### config.mk
export PLATFORM = sky130hd
export DESIGN_NAME = rgc_bank
export DESIGN_NICKNAME = d
export VERILOG_FILES = /design/src/rtl/rgc_gain_loop.v /design/src/rtl/rgc_bank.v
export VERILOG_INCLUDE_DIRS = /design/src /design/src/rtl
export SDC_FILE = /design/constraint.sdc
export NUM_CORES = 1
export LEC_CHECK = 0
export BUFFER_PORTS_ARGS = -buffer_cell sky130_fd_sc_hd__buf_2
export CAP_MARGIN = 25
export CELL_PAD_IN_SITES_DETAIL_PLACEMENT = 0
export CELL_PAD_IN_SITES_GLOBAL_PLACEMENT = 1
export CORE_MARGIN = 4
export CORE_UTILIZATION = 41
export CTS_CLUSTER_DIAMETER = 60
export DETAILED_ROUTE_END_ITERATION = 12
export MAX_ROUTING_LAYER = met4
export PLACE_DENSITY_LB_ADDON = 0.1
export SLEW_MARGIN = 0
export SYNTH_ARGS = -nofsm -noshare
export SYNTH_HDL_FRONTEND = slang
export SYNTH_SLANG_ARGS = --single-unit
### constraint.sdc
create_clock -name i_core_clk -period 2.7 [get_ports i_core_clk]
set_input_delay 0.135 -clock i_core_clk [delete_from_list [all_inputs] [get_ports i_core_clk]]
set_output_delay 0.135 -clock i_core_clk [all_outputs]
set_load 0.01 [all_outputs]
### src/rtl/rgc_regs.vh
// Register offsets, field positions and reset values of the gain loop and
// synthesizer calibration register bank.
// Assumes inclusion by the bank and its gain loop, in one clock domain.
`ifndef RGC_REGS_VH
`define RGC_REGS_VH

// ----------------------------------------------------------------------------
// Register offsets
// ----------------------------------------------------------------------------
`define RGC_OFF_GAIN_LOOP      6'h1D
`define RGC_OFF_RSVD_TUNE      6'h20
`define RGC_OFF_FRONT_END      6'h21
`define RGC_OFF_CAL_PUMP       6'h23
`define RGC_OFF_CAL_OSC        6'h24
`define RGC_OFF_CAL_COARSE     6'h25
`define RGC_OFF_CAL_CTRL       6'h26

// ----------------------------------------------------------------------------
// Reset values
// ----------------------------------------------------------------------------
`define RGC_RST_GAIN_LOOP      8'h91
`define RGC_RST_RSVD_TUNE      8'hF8
`define RGC_RST_FRONT_END      8'h56
`define RGC_RST_CAL_PUMP       8'hA9
`define RGC_RST_CAL_OSC        8'h0A
`define RGC_RST_CAL_COARSE     8'h20
`define RGC_RST_CAL_CTRL       8'h0D

// ----------------------------------------------------------------------------
// Writable bit masks (unused bits read zero)
// ----------------------------------------------------------------------------
`define RGC_MSK_RSVD_TUNE      8'hFB
`define RGC_MSK_CAL_OSC        8'h3F
`define RGC_MSK_CAL_COARSE     8'h3F
`define RGC_MSK_CAL_CTRL       8'h7F

// ----------------------------------------------------------------------------
// Field positions
// ----------------------------------------------------------------------------
`define RGC_HYST_MSB           7
`define RGC_HYST_LSB           6
`define RGC_WAIT_MSB           5
`define RGC_WAIT_LSB           4
`define RGC_FREEZE_MSB         3
`define RGC_FREEZE_LSB         2
`define RGC_FILT_MSB           1
`define RGC_FILT_LSB           0
`define RGC_PUMP_EN_MSB        5
`define RGC_PUMP_EN_LSB        4
`define RGC_PUMP_RES_MSB       3
`define RGC_PUMP_RES_LSB       0
`define RGC_HIGH_CORE_BIT      5
`define RGC_OSC_RES_MSB        4
`define RGC_OSC_RES_LSB        0
`define RGC_COARSE_MSB         5
`define RGC_COARSE_LSB         0
`define RGC_AMP_MSB            7
`define RGC_AMP_LSB            6
`define RGC_AMP_MIX_MSB        5
`define RGC_AMP_MIX_LSB        4
`define RGC_LO_BUF_MSB         3
`define RGC_LO_BUF_LSB         2
`define RGC_MIXER_MSB          1
`define RGC_MIXER_LSB          0
`define RGC_CTRL_MSB           6
`define RGC_CTRL_LSB           0

// ----------------------------------------------------------------------------
// Gain loop timing counts and OOK boundary values in dB
// ----------------------------------------------------------------------------
`define RGC_SKIP_BASE          6'h08
`define RGC_AVG_BASE           7'h08
`define RGC_OOK_BASE_DB        5'h04
`define RGC_RST_OOK_DB         5'h08

// ----------------------------------------------------------------------------
// Gain freeze modes
// ----------------------------------------------------------------------------
`define RGC_FRZ_NONE           2'h0
`define RGC_FRZ_ON_SYNC        2'h1
`define RGC_FRZ_ANALOG         2'h2
`define RGC_FRZ_ALL            2'h3

`endif

### src/rtl/rgc_gain_loop.v
// Gain loop sequencing: post-adjust wait, averaging count and freeze gating.
// Assumes a channel filter sample strobe and adjust requests on i_core_clk.
`timescale 1ns/1ps
`default_nettype none
`include "rgc_regs.vh"

module rgc_gain_loop (
    input  wire       i_core_clk,
    input  wire       i_reset_n,
    input  wire [1:0] i_wait_sel,
    input  wire [1:0] i_freeze_mode,
    input  wire [1:0] i_filt_sel,
    input  wire       i_ook_mode,
    input  wire       i_rx_start,
    input  wire       i_sync_found,
    input  wire       i_sample_stb,
    input  wire       i_adjust_req,
    output reg        o_analog_adj,
    output reg        o_digital_adj,
    output reg        o_avg_done,
    output reg  [4:0] o_ook_bound_db
);

    // ------------------------------------------------------------------------
    // Decoding helpers
    // ------------------------------------------------------------------------
    function [6:0] rgc_avg_len;
        input [1:0] sel;
        begin
            rgc_avg_len = `RGC_AVG_BASE << sel;
        end
    endfunction

    reg [5:0] skip_cnt;
    reg [6:0] acc_cnt;
    reg       sync_frozen;
    wire      analog_ok;
    wire      digital_ok;
    wire      adjusting;
    wire [5:0] skip_len;

    // Post-adjust skip: 8, 16, 24 or 32 samples
    assign skip_len = {1'b0, i_wait_sel, 3'h0} + `RGC_SKIP_BASE; // RULE2

    // Freeze policy per mode
    assign analog_ok  = (i_freeze_mode == `RGC_FRZ_NONE) ||                    // RULE3
                        ((i_freeze_mode == `RGC_FRZ_ON_SYNC) && !sync_frozen); // RULE4
    assign digital_ok = analog_ok || (i_freeze_mode == `RGC_FRZ_ANALOG);        // RULE5 RULE6
    assign adjusting  = i_adjust_req && (skip_cnt == 6'h00) && o_avg_done;

    // Sync-word freeze latch, released on RX restart; a sync in the same cycle wins
    always @(posedge i_core_clk or negedge i_reset_n) begin
        if (!i_reset_n) begin
            sync_frozen <= 1'b0;
        end else if (i_sync_found) begin
            sync_frozen <= 1'b1; // RULE4
        end else if (i_rx_start) begin
            sync_frozen <= 1'b0;
        end
    end

    // Wait, averaging and adjust strobes
    always @(posedge i_core_clk or negedge i_reset_n) begin
        if (!i_reset_n) begin
            skip_cnt       <= 6'h00;
            acc_cnt        <= 7'h00;
            o_avg_done     <= 1'b0;
            o_analog_adj   <= 1'b0;
            o_digital_adj  <= 1'b0;
            o_ook_bound_db <= `RGC_RST_OOK_DB;
        end else begin
            o_ook_bound_db <= {1'b0, i_filt_sel, 2'h0} + `RGC_OOK_BASE_DB; // RULE8
            o_analog_adj   <= adjusting && analog_ok;
            o_digital_adj  <= adjusting && digital_ok;
            if (adjusting && digital_ok) begin
                skip_cnt   <= skip_len; // RULE2
                acc_cnt    <= 7'h00;
                o_avg_done <= 1'b0;
            end else if (i_sample_stb) begin
                if (skip_cnt != 6'h00) begin
                    skip_cnt <= skip_cnt - 6'h01;
                end else if (!i_ook_mode && !o_avg_done) begin
                    if (acc_cnt + 7'h01 == rgc_avg_len(i_filt_sel)) begin
                        o_avg_done <= 1'b1; // RULE7
                    end else begin
                        acc_cnt <= acc_cnt + 7'h01;
                    end
                end else if (i_ook_mode) begin
                    o_avg_done <= 1'b1;
                end
            end
        end
    end

endmodule // rgc_gain_loop
`default_nettype wire

### src/rtl/rgc_bank.v
// Gain loop and synthesizer calibration configuration register bank.
// Assumes a serial port front end delivering byte reads and writes
// synchronous to i_core_clk, and a calibrator writing results back.
//
// How it works
// RULE1 - Bits 7:6 pick hysteresis, reset two
// RULE2 - Skip 8..32 samples after each adjustment
// RULE3 - Freeze code zero adjusts gain always
// RULE4 - Code one freezes gain after sync word
// RULE5 - Code two freezes analogue, digital still adjusts
// RULE6 - Code three freezes both, manual override
// RULE7 - FSK averages 8..64 samples by field
// RULE8 - OOK field picks 4..16 dB boundary
// RULE9 - Pump calibration stage skipped when zero
// RULE10 - Four-bit pump result, reset nine
// RULE11 - Bit five selects high oscillator core
// RULE12 - Five-bit oscillator current result, host overridable
// RULE13 - Six-bit coarse tune result, reset 0x20
// RULE14 - Seven-bit calibration control stored as written
// RULE15 - Four two-bit bias trims with resets
// RULE16 - Reserved byte resets 0xF8, bit two zero
// RULE17 - Unused bits read zero, writes ignored; pump register bits 7:6 are stored as written and read back, reset 0b10
// RULE18 - Fields read back last written or result
`timescale 1ns/1ps
`default_nettype none
`include "rgc_regs.vh"

module rgc_bank (
    input  wire       i_core_clk,
    input  wire       i_reset_n,
    // Register access port
    input  wire       i_reg_wr,
    input  wire       i_reg_rd,
    input  wire [5:0] i_reg_addr,
    input  wire [7:0] i_reg_wdata,
    output reg  [7:0] o_reg_rdata,
    output wire       o_reg_hit,
    // Calibration result write-back
    input  wire       i_cal_pump_wr,
    input  wire [3:0] i_cal_pump_val,
    input  wire       i_cal_osc_wr,
    input  wire [4:0] i_cal_osc_val,
    input  wire       i_cal_coarse_wr,
    input  wire [5:0] i_cal_coarse_val,
    // Receive path status
    input  wire       i_ook_mode,
    input  wire       i_rx_start,
    input  wire       i_sync_found,
    input  wire       i_sample_stb,
    input  wire       i_adjust_req,
    // Gain loop outputs
    output wire [1:0] o_gain_hysteresis_sel,
    output wire       o_analog_adj,
    output wire       o_digital_adj,
    output wire       o_avg_done,
    output wire [4:0] o_ook_bound_db,
    // Analog trims
    output wire [1:0] o_input_amp_bias,
    output wire [1:0] o_amp_to_mixer_bias,
    output wire [1:0] o_rx_local_osc_buffer_bias,
    output wire [1:0] o_mixer_bias,
    output wire       o_pump_cal_stage_skip,
    output wire [3:0] o_pump_current,
    output wire       o_high_osc_core_select,
    output wire [4:0] o_osc_current,
    output wire [5:0] o_coarse_tune,
    output wire [6:0] o_synth_cal_control,
    output wire [7:0] o_reserved_tuning_byte
);

    // ------------------------------------------------------------------------
    // Storage
    // ------------------------------------------------------------------------
    reg [7:0] gain_loop_control;
    reg [7:0] reserved_tuning_byte;
    reg [7:0] front_end_bias_trims;
    reg [7:0] synth_cal_charge_pump;
    reg [7:0] synth_cal_osc_current;
    reg [7:0] synth_cal_coarse_tune;
    reg [7:0] synth_cal_control;

    // Address match helper
    function wr_hit;
        input       wr;
        input [5:0] addr;
        input [5:0] off;
        begin
            wr_hit = wr && (addr == off);
        end
    endfunction

    // Host writes with masking; calibrator result written after host
    always @(posedge i_core_clk or negedge i_reset_n) begin
        if (!i_reset_n) begin
            gain_loop_control     <= `RGC_RST_GAIN_LOOP;  // RULE1 RULE18
            reserved_tuning_byte  <= `RGC_RST_RSVD_TUNE;  // RULE16
            front_end_bias_trims  <= `RGC_RST_FRONT_END;  // RULE15
            synth_cal_charge_pump <= `RGC_RST_CAL_PUMP;   // RULE10
            synth_cal_osc_current <= `RGC_RST_CAL_OSC;    // RULE12
            synth_cal_coarse_tune <= `RGC_RST_CAL_COARSE; // RULE13
            synth_cal_control     <= `RGC_RST_CAL_CTRL;   // RULE14
        end else begin
            if (wr_hit(i_reg_wr, i_reg_addr, `RGC_OFF_GAIN_LOOP)) begin
                gain_loop_control <= i_reg_wdata; // RULE18
            end
            if (wr_hit(i_reg_wr, i_reg_addr, `RGC_OFF_RSVD_TUNE)) begin
                reserved_tuning_byte <= i_reg_wdata & `RGC_MSK_RSVD_TUNE; // RULE16 RULE17
            end
            if (wr_hit(i_reg_wr, i_reg_addr, `RGC_OFF_FRONT_END)) begin
                front_end_bias_trims <= i_reg_wdata; // RULE15
            end
            if (wr_hit(i_reg_wr, i_reg_addr, `RGC_OFF_CAL_PUMP)) begin
                synth_cal_charge_pump <= i_reg_wdata;
            end
            if (i_cal_pump_wr) begin
                synth_cal_charge_pump[`RGC_PUMP_RES_MSB:`RGC_PUMP_RES_LSB] <= i_cal_pump_val; // RULE10
            end
            if (wr_hit(i_reg_wr, i_reg_addr, `RGC_OFF_CAL_OSC)) begin
                synth_cal_osc_current <= i_reg_wdata & `RGC_MSK_CAL_OSC; // RULE17
            end
            if (i_cal_osc_wr) begin
                synth_cal_osc_current[`RGC_OSC_RES_MSB:`RGC_OSC_RES_LSB] <= i_cal_osc_val; // RULE12
            end
            if (wr_hit(i_reg_wr, i_reg_addr, `RGC_OFF_CAL_COARSE)) begin
                synth_cal_coarse_tune <= i_reg_wdata & `RGC_MSK_CAL_COARSE; // RULE17
            end
            if (i_cal_coarse_wr) begin
                synth_cal_coarse_tune[`RGC_COARSE_MSB:`RGC_COARSE_LSB] <= i_cal_coarse_val; // RULE13
            end
            if (wr_hit(i_reg_wr, i_reg_addr, `RGC_OFF_CAL_CTRL)) begin
                synth_cal_control <= i_reg_wdata & `RGC_MSK_CAL_CTRL; // RULE14 RULE17
            end
        end
    end

    // ------------------------------------------------------------------------
    // Read path
    // ------------------------------------------------------------------------
    reg [7:0] next_rdata;
    reg       next_hit;

    // Combinational decode of the read mux
    always @* begin
        next_hit   = 1'b1;
        next_rdata = 8'h00;
        case (i_reg_addr)
            `RGC_OFF_GAIN_LOOP:  next_rdata = gain_loop_control;
            `RGC_OFF_RSVD_TUNE:  next_rdata = reserved_tuning_byte;
            `RGC_OFF_FRONT_END:  next_rdata = front_end_bias_trims;
            `RGC_OFF_CAL_PUMP:   next_rdata = synth_cal_charge_pump;
            `RGC_OFF_CAL_OSC:    next_rdata = synth_cal_osc_current;
            `RGC_OFF_CAL_COARSE: next_rdata = synth_cal_coarse_tune;
            `RGC_OFF_CAL_CTRL:   next_rdata = synth_cal_control;
            default: begin
                next_hit   = 1'b0;
                next_rdata = 8'h00;
            end
        endcase
    end

    assign o_reg_hit = next_hit;

    // Registered read data, captured on read strobe
    always @(posedge i_core_clk or negedge i_reset_n) begin
        if (!i_reset_n) begin
            o_reg_rdata <= 8'h00;
        end else if (i_reg_rd) begin
            o_reg_rdata <= next_rdata; // RULE18
        end
    end

    // ------------------------------------------------------------------------
    // Field outputs
    // ------------------------------------------------------------------------
    assign o_gain_hysteresis_sel      = gain_loop_control[`RGC_HYST_MSB:`RGC_HYST_LSB]; // RULE1
    assign o_input_amp_bias           = front_end_bias_trims[`RGC_AMP_MSB:`RGC_AMP_LSB]; // RULE15
    assign o_amp_to_mixer_bias        = front_end_bias_trims[`RGC_AMP_MIX_MSB:`RGC_AMP_MIX_LSB];
    assign o_rx_local_osc_buffer_bias = front_end_bias_trims[`RGC_LO_BUF_MSB:`RGC_LO_BUF_LSB];
    assign o_mixer_bias               = front_end_bias_trims[`RGC_MIXER_MSB:`RGC_MIXER_LSB];
    assign o_pump_cal_stage_skip      =
        (synth_cal_charge_pump[`RGC_PUMP_EN_MSB:`RGC_PUMP_EN_LSB] == 2'h0); // RULE9
    assign o_pump_current             =
        synth_cal_charge_pump[`RGC_PUMP_RES_MSB:`RGC_PUMP_RES_LSB]; // RULE10
    assign o_high_osc_core_select     = synth_cal_osc_current[`RGC_HIGH_CORE_BIT]; // RULE11
    assign o_osc_current              =
        synth_cal_osc_current[`RGC_OSC_RES_MSB:`RGC_OSC_RES_LSB]; // RULE12
    assign o_coarse_tune              = synth_cal_coarse_tune[`RGC_COARSE_MSB:`RGC_COARSE_LSB];
    assign o_synth_cal_control        = synth_cal_control[`RGC_CTRL_MSB:`RGC_CTRL_LSB]; // RULE14
    assign o_reserved_tuning_byte     = reserved_tuning_byte;

    // ------------------------------------------------------------------------
    // Gain loop sequencer
    // ------------------------------------------------------------------------
    rgc_gain_loop u_gain_loop (
        .i_core_clk     (i_core_clk),
        .i_reset_n      (i_reset_n),
        .i_wait_sel     (gain_loop_control[`RGC_WAIT_MSB:`RGC_WAIT_LSB]),
        .i_freeze_mode  (gain_loop_control[`RGC_FREEZE_MSB:`RGC_FREEZE_LSB]),
        .i_filt_sel     (gain_loop_control[`RGC_FILT_MSB:`RGC_FILT_LSB]),
        .i_ook_mode     (i_ook_mode),
        .i_rx_start     (i_rx_start),
        .i_sync_found   (i_sync_found),
        .i_sample_stb   (i_sample_stb),
        .i_adjust_req   (i_adjust_req),
        .o_analog_adj   (o_analog_adj),
        .o_digital_adj  (o_digital_adj),
        .o_avg_done     (o_avg_done),
        .o_ook_bound_db (o_ook_bound_db)
    );

endmodule // rgc_bank
`default_nettype wire

==> reports/metrics.yaml, run 1 <==
placement:
  portBuffers: 96
  gp_congestion: 0.776
  place_hpwl_um: 7580
yosys:
  synth_xor_area_share_pct: 1.52
  yosysSeqAreaShare_pct: 49.0
  netlist_area_um2: 4040
  synth_seq_cells: 78
  synth_edf_count: 0
  synth_mux_area_share_pct: 16.7
  synth_compound_area_share_pct: 11.9
  synth_top_family_by_area: "multiplexers"
  synth_cell_type_count: 54
  synthCells: 368
  async_flop_share_pct: 100
  synth_warnings: 0
  ys.flop_type: "dfrtp_1"
  synth-simple-area-share_pct: 14.1
  syn_avg_cell_area_um2: 11.0
  yosys.area_share.adder_pct: 2.48
cts:
  cts_buffers: 9
  ctsHoldBuffers: 17
  cts_root_buf: "clkbuf_8"
  tritoncts: "done"
  clk_path_buf_depth: 2
  clk-insertion-delay-late_ns: 0.35
  path_clk_slew_ns: 0.09
  cts_sinks: 78
  h-tree-depth: 3
  post_cts_buffers: 0
  cts_resized: 0
global_route:
  grt_pass1_wl_um: 17200
  grt_use_total_pct: 19.7
  grt_max_degree: 79
  antenna_found_initial: 0
  grt_pass1_vias: 3265
  grt.overflow.total: 0
job:
  maxCapViolCount: 0
floorplan:
  fp-row-count: 35
  start_util_pct: 42.9
  dieArea_um2: 11500
  die_x_um: 107
  coreArea_um2: 9420
  ios: 100
  chipHeight_um: 107
outcome:
  status: "finished, final reports clean"
cells_and_area:
  diodes: 0
  drive_gt1_share_pct: 41.3
  fill_cells: 905
  nets: 526
  syn_to_final_growth_pct: 23.9
power:
  p_per_area_nw_per_um2: 619
  irDropWorstVdd_mv: 0.237
  leakagePower_nw: 2.46
  power_mw: 3.10
worst_setup_path:
  critical_path.startpoint_type: "register"
  path_max_fanout: 14
  arrival_ns: 2.72
  required_ns: 2.97
  reg2reg_from: "gain_loop_control[0]"
  startpoint: "gain_loop_control[0]"
  cp-end-kind: "register"
  crit_type: "register to register"
route:
  vias: 3129
  post_drt_wl_per_cell_um: 17.1
  drt-initial-drc-count: 109
  drc: 0
  vias_per_cell: 5.12
  drt_first_pass_iters: 6
  drt-total-wl_um: 10500
  postRouteAntennaNets: 0
timing:
  fin_skew_ns: 0.0184
  fin_crit_ns: 2.45
  hold_viol: 0
  fmax_mhz: 408
  finalMaxSlewViolations: 0
  max-slew-margin-rel_pct: 59.9
  tns_ns: 0
  period_share_pct: 90.8
  worst_pin_slew_ns: 0.599
  setup_violations: 0
  rsz0062_at_grt: "no"
min_path:
  hp-start: "i_cal_pump_wr"
  hp-class: "input port to register"
placed cells by master, fill, tap and decap left out, drive strengths merged, types with 4 or more instances in the layout:
master / n
o21ai: 30
nand3: 9
nand4: 5
a21oi: 11
clkbuf: 10
ha: 8
nand2: 42
a22oi: 7
buf: 101
dfrtp: 55
nor2: 25
inv: 10
dlygate4sd3: 17
mux2: 43
and3: 6
mux2i: 19
dfstp: 23
a221oi: 4
xnor2: 5
area by class of cell:
type	count	area, µm²	share of cell area (%)
multi-input cells	260	1900	38.0
inverters	10	37.5	0.750
flip-flops and latches	78	1980	39.6
repair buffers	118	711	14.2
clock buffers	10	128	2.55
clock inverters	6	87.6	1.75
well taps	129	161	3.22
state kept, by name (all words and copies together), names as in the netlist:
register / flops
front_end_bias_trims: 8
u_gain_loop.o_ook_bound_db: 3
u_gain_loop.o_digital_adj: 1
u_gain_loop.skip_cnt: 6
o_reg_rdata: 8
u_gain_loop.sync_frozen: 1
synth_cal_charge_pump: 8
u_gain_loop.acc_cnt: 7
o_reserved_tuning_byte: 7
synth_cal_osc_current: 6
gain_loop_control: 8
synth_cal_coarse_tune: 6
u_gain_loop.o_analog_adj: 1
u_gain_loop.o_avg_done: 1
synth_cal_control: 7
cell families after synthesis:
logic type	count (synthesis)
DFF	78
and+or+nand+nor	109
AOI/OAI and AO/OA	71
xor gates and xnor gates	7
muxes	62
other	1
buffers and inverters	32
adders and majority gates	8
worst paths after layout:
check                                                end  slack, ns  cells past startpoint
worst max-delay path              u_gain_loop.acc_cnt[2]       0.25                      9
worst min-delay path            synth_cal_charge_pump[3]       0.02                      2
worst max register to register    u_gain_loop.acc_cnt[2]       0.25                      9
worst min register to register  u_gain_loop.o_analog_adj       0.49                      1
max in group asynchronous       synth_cal_charge_pump[7]       1.96                      3
min in group asynchronous        u_gain_loop.skip_cnt[1]       0.15                      2
report_power, final:
group          switching, mW  internal, mW
registers              0.153          1.36
clock network          0.439         0.519
logic                  0.321         0.304
layer usage:
metal	global-route usage, %	routed length [µm]
met1	24.4	4590
met2	32.9	5340
met3	3.72	414
met4	5.84	108
met5	-	0
per-stage QoR:
step | worst slack (ns) | instances | utilization (%) | hold WS [ns] | instance area [µm²]
final | 0.248 | 611 | 53.2 | 0.0181 | 5010
after global routing | 0.0648 | 611 | 53.2 | 0.0406 | 5010
after CTS | 0.229 | 610 | 52.9 | 0.0101 | 4980
after detailed placement | 0.214 | 577 | 48.8 | 0.320 | 4590
after global placement | 0.310 | 577 | 48.8 | 0.316 | 4590
after floorplan | 0.440 | 370 | - | -0.161 | 4050
cell usage after synthesis, types with 4 or more instances:
cell      number  area share, %
o21ai_0       30            3.7
nor2_1        24            2.2
xnor2_1        5            1.1
nand2_1       42            3.9
and3_2         4           0.74
dfrtp_1       55             34
buf_4          9            1.7
dfstp_2       23             15
clkbuf_1       6           0.56
nand3_1        9            1.1
mux2_2        43             12
nand4_1        5           0.77
mux2i_1       19            4.7
a221oi_1       4           0.87
ha_1           8            2.5
inv_1         10           0.93
a21oi_1       10            1.2
a22oi_1        7            1.3
worst max-delay path, stage by stage, from the launching register on:
cell and delay, ns:
dfstp_2 0.58, inv_1 0.08, ha_1 0.22, xnor2_1 0.14, a21oi_1 0.22, nor4b_4 0.09, a2111oi_4 0.34, buf_4 0.25
mux2_2 0.35, o21ai_0 0.13
No activity file was read; power rests on OpenSTA's default activity.
==> inputs of run 2 (changes only) <==
--- a/config.mk
+++ b/config.mk
@@ -8,7 +8,7 @@
 export LEC_CHECK = 0
 export BUFFER_PORTS_ARGS = -buffer_cell sky130_fd_sc_hd__buf_2
 export CAP_MARGIN = 25
-export CELL_PAD_IN_SITES_DETAIL_PLACEMENT = 0
+export CELL_PAD_IN_SITES_DETAIL_PLACEMENT = 1
 export CELL_PAD_IN_SITES_GLOBAL_PLACEMENT = 1
 export CORE_MARGIN = 4
 export CORE_UTILIZATION = 41
==> run 2 against run 1 <==
Non-clock buffer count decreased by 2. Clock power shrank 7.3%. Global-route usage increased by 1.5 points. Cell area fell by 0.72%.
==> reports/metrics.yaml, run 2 (synthesized netlist as in run 1, its figures left out) <==
outcome:
  status: "finished, final reports clean"
power:
  sw_frac_of_total_pct: 30.9
  p_per_area_nw_per_um2: 612
  irDropWorstVdd_mv: 0.278
  clkPwrFrac_pct: 29.2
  leakagePower_nw: 2.44
  p_int_mw: 2.10
  p_switching_mw: 0.942
  seq_power_share_pct: 50.0
  p_comb_share_pct: 20.8
timing:
  period_share_pct: 90.8
  worst_pin_slew_ns: 0.672
  setup_slack_ns: 0.249
  hold_viol: 0
  setup_violations: 0
  max-slew-margin-rel_pct: 55.0
  fin_skew_ns: 0.0143
  fin_crit_ns: 2.45
  rsz0062_at_grt: "no"
  finalMaxSlewViolations: 0
  fmax_mhz: 408
  tns_ns: 0
worst_setup_path:
  path_max_fanout: 14
  reg2reg_from: "gain_loop_control[0]"
  reg2reg_depth: 9
  required_ns: 2.97
  critical_path.startpoint_type: "register"
  rr_endpoint: "u_gain_loop.acc_cnt[2]"
  rrSetupSlack_ns: 0.25
  crit_type: "register to register"
  arrival_ns: 2.72
  cp-end-kind: "register"
route:
  vias: 3205
  postRouteAntennaNets: 0
  vias_per_cell: 5.26
  post_drt_wl_per_cell_um: 18.4
  drt_first_pass_iters: 4
  drt-initial-drc-count: 107
  drc: 0
  drt-total-wl_um: 11200
global_route:
  grt_pass1_vias: 3513
  grt_pass1_wl_um: 18500
  grt_use_total_pct: 21.2
  grt_max_degree: 79
  antenna_found_initial: 0
  grt.overflow.total: 0
cts:
  clk-insertion-delay-late_ns: 0.35
  tritoncts: "done"
  cts_root_buf: "clkbuf_8"
  h-tree-depth: 3
  cts_buffers: 9
  cts_sinks: 78
  clk_path_buf_depth: 2
  path_clk_slew_ns: 0.08
floorplan:
  fp-row-count: 35
  start_util_pct: 42.9
  chipHeight_um: 107
  coreArea_um2: 9420
  die_x_um: 107
  ios: 100
  dieArea_um2: 11500
cells_and_area:
  layout_commonest_cell: "buf_2"
  fill_cells: 1069
  nets: 524
  drive_gt1_share_pct: 41.5
  diodes: 0
  syn_to_final_growth_pct: 23.0
  final_cell_mix: "buf_2, dfrtp_1, mux2_2, nand2_1, o21ai_0"
job:
  maxCapViolCount: 0
placement:
  preCtsSetupSlack_ns: 0.200
  portBuffers: 96
  place_hpwl_um: 8210
  gp_congestion: 0.776
min_path:
  hold_path_end: "synth_cal_coarse_tune[5]"
  hp-class: "input port to register"
  min_path_cells: 3
  hp-start: "i_cal_coarse_val[5]"
[run 2: what timing repair did]
action,in CTS,in global routing
setup endpoints to repair,0,0
endpoints found under the hold margin,54,1
hold buffers,14,1
buffers inserted,0,0
gates resized for setup,0,0
[run 2: worst max path at each step]
stage	startpoint	end	cells after the start
after floorplan	gain_loop_control[0]	u_gain_loop.acc_cnt[6]	9
after global placement	gain_loop_control[0]	u_gain_loop.acc_cnt[2]	9
after detailed placement	gain_loop_control[0]	u_gain_loop.acc_cnt[2]	9
after CTS	gain_loop_control[0]	u_gain_loop.acc_cnt[2]	9
after global routing	gain_loop_control[0]	u_gain_loop.acc_cnt[2]	9
final	gain_loop_control[0]	u_gain_loop.acc_cnt[2]	9
[run 2: critical path, cell delays in order (launching register included)]
cell       delay, ns
dfstp_2         0.57
inv_1           0.08
ha_1            0.22
xnor2_1         0.14
a21oi_1         0.22
nor4b_4         0.09
a2111oi_4       0.33
buf_4           0.25
mux2_2          0.35
o21ai_0         0.14
[run 2: area by class of cell]
| type | count | area, µm² | share of cell area (%) |
|---|---|---|---|
| Sequential cell | 78 | 1980 | 39.9 |
| Multi-Input combinational cell | 260 | 1900 | 38.2 |
| Timing Repair Buffer | 116 | 691 | 13.9 |
| Tap cell | 129 | 161 | 3.25 |
| Clock buffer | 10 | 128 | 2.57 |
| Clock inverter | 6 | 71.3 | 1.44 |
| Inverter | 10 | 37.5 | 0.755 |
[run 2: stage by stage]
stage,hold WS (ns),std cells,utilization (%),power [mW],area (µm²)
floorplan,-0.161,370,-,1.90,4050
global placement,0.316,577,48.8,2.13,4590
detailed placement,0.326,577,48.8,2.16,4590
CTS,0.000682,607,52.4,3.08,4930
global route,0.0112,609,52.8,3.23,4970
finish,0.0144,609,52.8,3.04,4970
[run 2: metal layers]
layer | part of all wire (%) | vias up | track usage (%)
met1 | 42 | 1587 | 24.5
met4 | 1.6 | 0 | 6.76
met3 | 3.6 | 19 | 3.66
met5 | 0 | - | -
li1 | - | 1526 | -
met2 | 53 | 73 | 37.4
[run 2: power groups by stage]
| stage | Combinational (mW) | Clock (mW) | Sequential [mW] |
|---|---|---|---|
| after detailed placement | 0.619 | 0 | 1.54 |
| after global placement | 0.598 | 0 | 1.53 |
| final | 0.634 | 0.888 | 1.52 |
| after CTS | 0.642 | 0.914 | 1.52 |
| after global routing | 0.710 | 0.969 | 1.55 |
| after floorplan | 0.359 | 0 | 1.54 |
==> inputs of run 3 (changes only) <==
--- a/config.mk
+++ b/config.mk
@@ -10,7 +10,7 @@
 export CAP_MARGIN = 25
 export CELL_PAD_IN_SITES_DETAIL_PLACEMENT = 1
 export CELL_PAD_IN_SITES_GLOBAL_PLACEMENT = 1
-export CORE_MARGIN = 4
+export CORE_MARGIN = 2
 export CORE_UTILIZATION = 41
 export CTS_CLUSTER_DIAMETER = 60
 export DETAILED_ROUTE_END_ITERATION = 12
==> run 3 against run 2 <==
Sequential power barely moved. Maximum frequency increased by 0.71%. Sequential share of layout area fell by 0.18 points. Worst hold slack lost 0.0052 ns. Global-route usage up 1.0 points. Cell count up 0.99%. Clock power is 0.7% lower. Die area fell by 7.3%. Critical path type unchanged. Largest cell class unchanged. Largest power group unchanged.
==> reports/metrics.yaml, run 3 (synthesized netlist as in run 1, its figures left out) <==
outcome:
  status: "finished, final reports clean"
power:
  p_per_area_nw_per_um2: 606
  p_int_mw: 2.10
  irDropWorstVdd_mv: 0.236
  seq_power_share_pct: 50.1
  leakagePower_nw: 2.45
  sw_frac_of_total_pct: 30.8
  p_comb_share_pct: 20.7
  p_switching_mw: 0.931
  clkPwrFrac_pct: 29.1
cells_and_area:
  diodes: 0
  layout_commonest_cell: "buf_2"
  nets: 526
  syn_to_final_growth_pct: 23.6
  drive_gt1_share_pct: 41.7
  fin_cells: 615
  final_cell_mix: "buf_2, dfrtp_1, mux2_2, nand2_1, o21ai_0"
worst_setup_path:
  slowest_delay_ns: 0.57
  reg2reg_from: "gain_loop_control[0]"
  startpoint: "gain_loop_control[0]"
  crit_slowest_cell: "dfstp_2"
  required_ns: 2.94
  worstPathCellList: "inv_1 -> ha_1 -> xnor2_1 -> a21oi_1 -> nor4b_4 -> a2111oi_4 -> buf_4 -> nor2_4 -> a211o_1"
  critical_path.top_delay_family: "compound AO/OA/AOI/OAI gates"
  path_buf_inv: 2
  critical_path.startpoint_type: "register"
  path_max_fanout: 13
  crit_type: "register to register"
  cp-end-kind: "register"
  arrival_ns: 2.67
min_path:
  hp-start: "i_cal_pump_val[1]"
  hp-class: "input port to register"
cts:
  clk-insertion-delay-late_ns: 0.35
  path_clk_slew_ns: 0.09
  tritoncts: "done"
  cts_resized: 0
  clk_path_buf_depth: 2
  cts_sinks: 78
  cts_root_buf: "clkbuf_8"
  h-tree-depth: 3
  cts_buffers: 9
timing:
  fmax_mhz: 411
  fin_skew_ns: 0.0143
  hold_viol: 0
  worst_pin_slew_ns: 0.569
  setup_violations: 0
  finalMaxSlewViolations: 0
  tns_ns: 0
  max-slew-margin-rel_pct: 61.9
  period_share_pct: 90.1
  fin_crit_ns: 2.43
  rsz0062_at_grt: "no"
placement:
  dp.cells: 582
  gp_congestion: 0.830
  portBuffers: 96
  place_hpwl_um: 7800
route:
  drt-total-wl_um: 10800
  vias: 3218
  drt-initial-drc-count: 63
  drt_first_pass_iters: 4
  postRouteAntennaNets: 0
  post_drt_wl_per_cell_um: 17.5
  vias_per_cell: 5.23
  drc: 0
floorplan:
  die_x_um: 103
  start_util_pct: 41.7
  ios: 100
  dieArea_um2: 10700
  chipHeight_um: 103
  coreArea_um2: 9680
  fp-row-count: 36
global_route:
  antenna_found_initial: 0
  grt_max_degree: 79
  grt_use_total_pct: 22.2
  grt_pass1_wl_um: 17200
  grt.overflow.total: 0
  grt_pass1_vias: 3367
job:
  maxCapViolCount: 0
[run 3: per-layer routing]
| metal | vias up | global-route usage (%) | part of all wire [%] |
|---|---|---|---|
| met3 | 9 | 4.17 | 3.3 |
| met5 | - | - | 0 |
| met2 | 72 | 38.1 | 52 |
| li1 | 1534 | - | - |
| met1 | 1603 | 27.1 | 44 |
| met4 | 0 | 5.87 | 0.92 |
[run 3: power by group through the flow]
stage          Clock (mW)  Combinational, mW  Sequential, mW
6_report            0.882              0.627            1.52
5_1_grt             0.960              0.707            1.54
4_1_cts             0.913              0.633            1.52
3_5_place_dp            0              0.611            1.54
3_3_place_gp            0              0.593            1.53
2_1_floorplan           0              0.359            1.54
[run 3: path summary, 6_finish.rpt]
path	endpoint	slack [ns]	cells after the start
setup / recovery	u_gain_loop.acc_cnt[4]	0.27	9
hold / removal	synth_cal_charge_pump[1]	0.009	3
setup reg to reg	u_gain_loop.acc_cnt[4]	0.27	9
hold reg to reg	u_gain_loop.o_analog_adj	0.49	1
max in group asynchronous	o_reserved_tuning_byte[5]	1.94	3
min in group asynchronous	u_gain_loop.skip_cnt[1]	0.16	2
[run 3: layout make-up]
class	instances	area, µm²
clock buffer	9	124
clock inverter	7	75.1
fill	1103	4690
inverter	10	37.5
multi-input combinational	260	1900
sequential	78	1980
tap	133	166
timing repair buffer	118	708
[run 3: stage by stage]
stage               util, %  hold slack, ns  total power, mW  cell area, µm²  worst slack (ns)
finish                 51.6         0.00922             3.03            4990             0.267
global placement       47.6           0.315             2.12            4610             0.335
global route           51.6          0.0337             3.21            4990             0.113
CTS                    51.3         0.00313             3.07            4960             0.232
detailed placement     47.6           0.324             2.15            4610             0.233
floorplan                 -          -0.161             1.90            4050             0.440
[run 3: repair_timing]
| item | CTS | global route |
|---|---|---|
| buffers inserted | 0 | 0 |
| endpoints found under the setup margin | 0 | 0 |
| hold buffers | 16 | 0 |
| hold endpoints to repair | 62 | 0 |
[run 3: worst register-to-register path: cells and delay by family (launching register included)]
family	cells	cell delay (ns)
compound gates	3	0.91
flops	1	0.57
buf+inv	2	0.33
fa+ha+maj	1	0.22
xor+xnor	1	0.15
simple gates	2	0.15
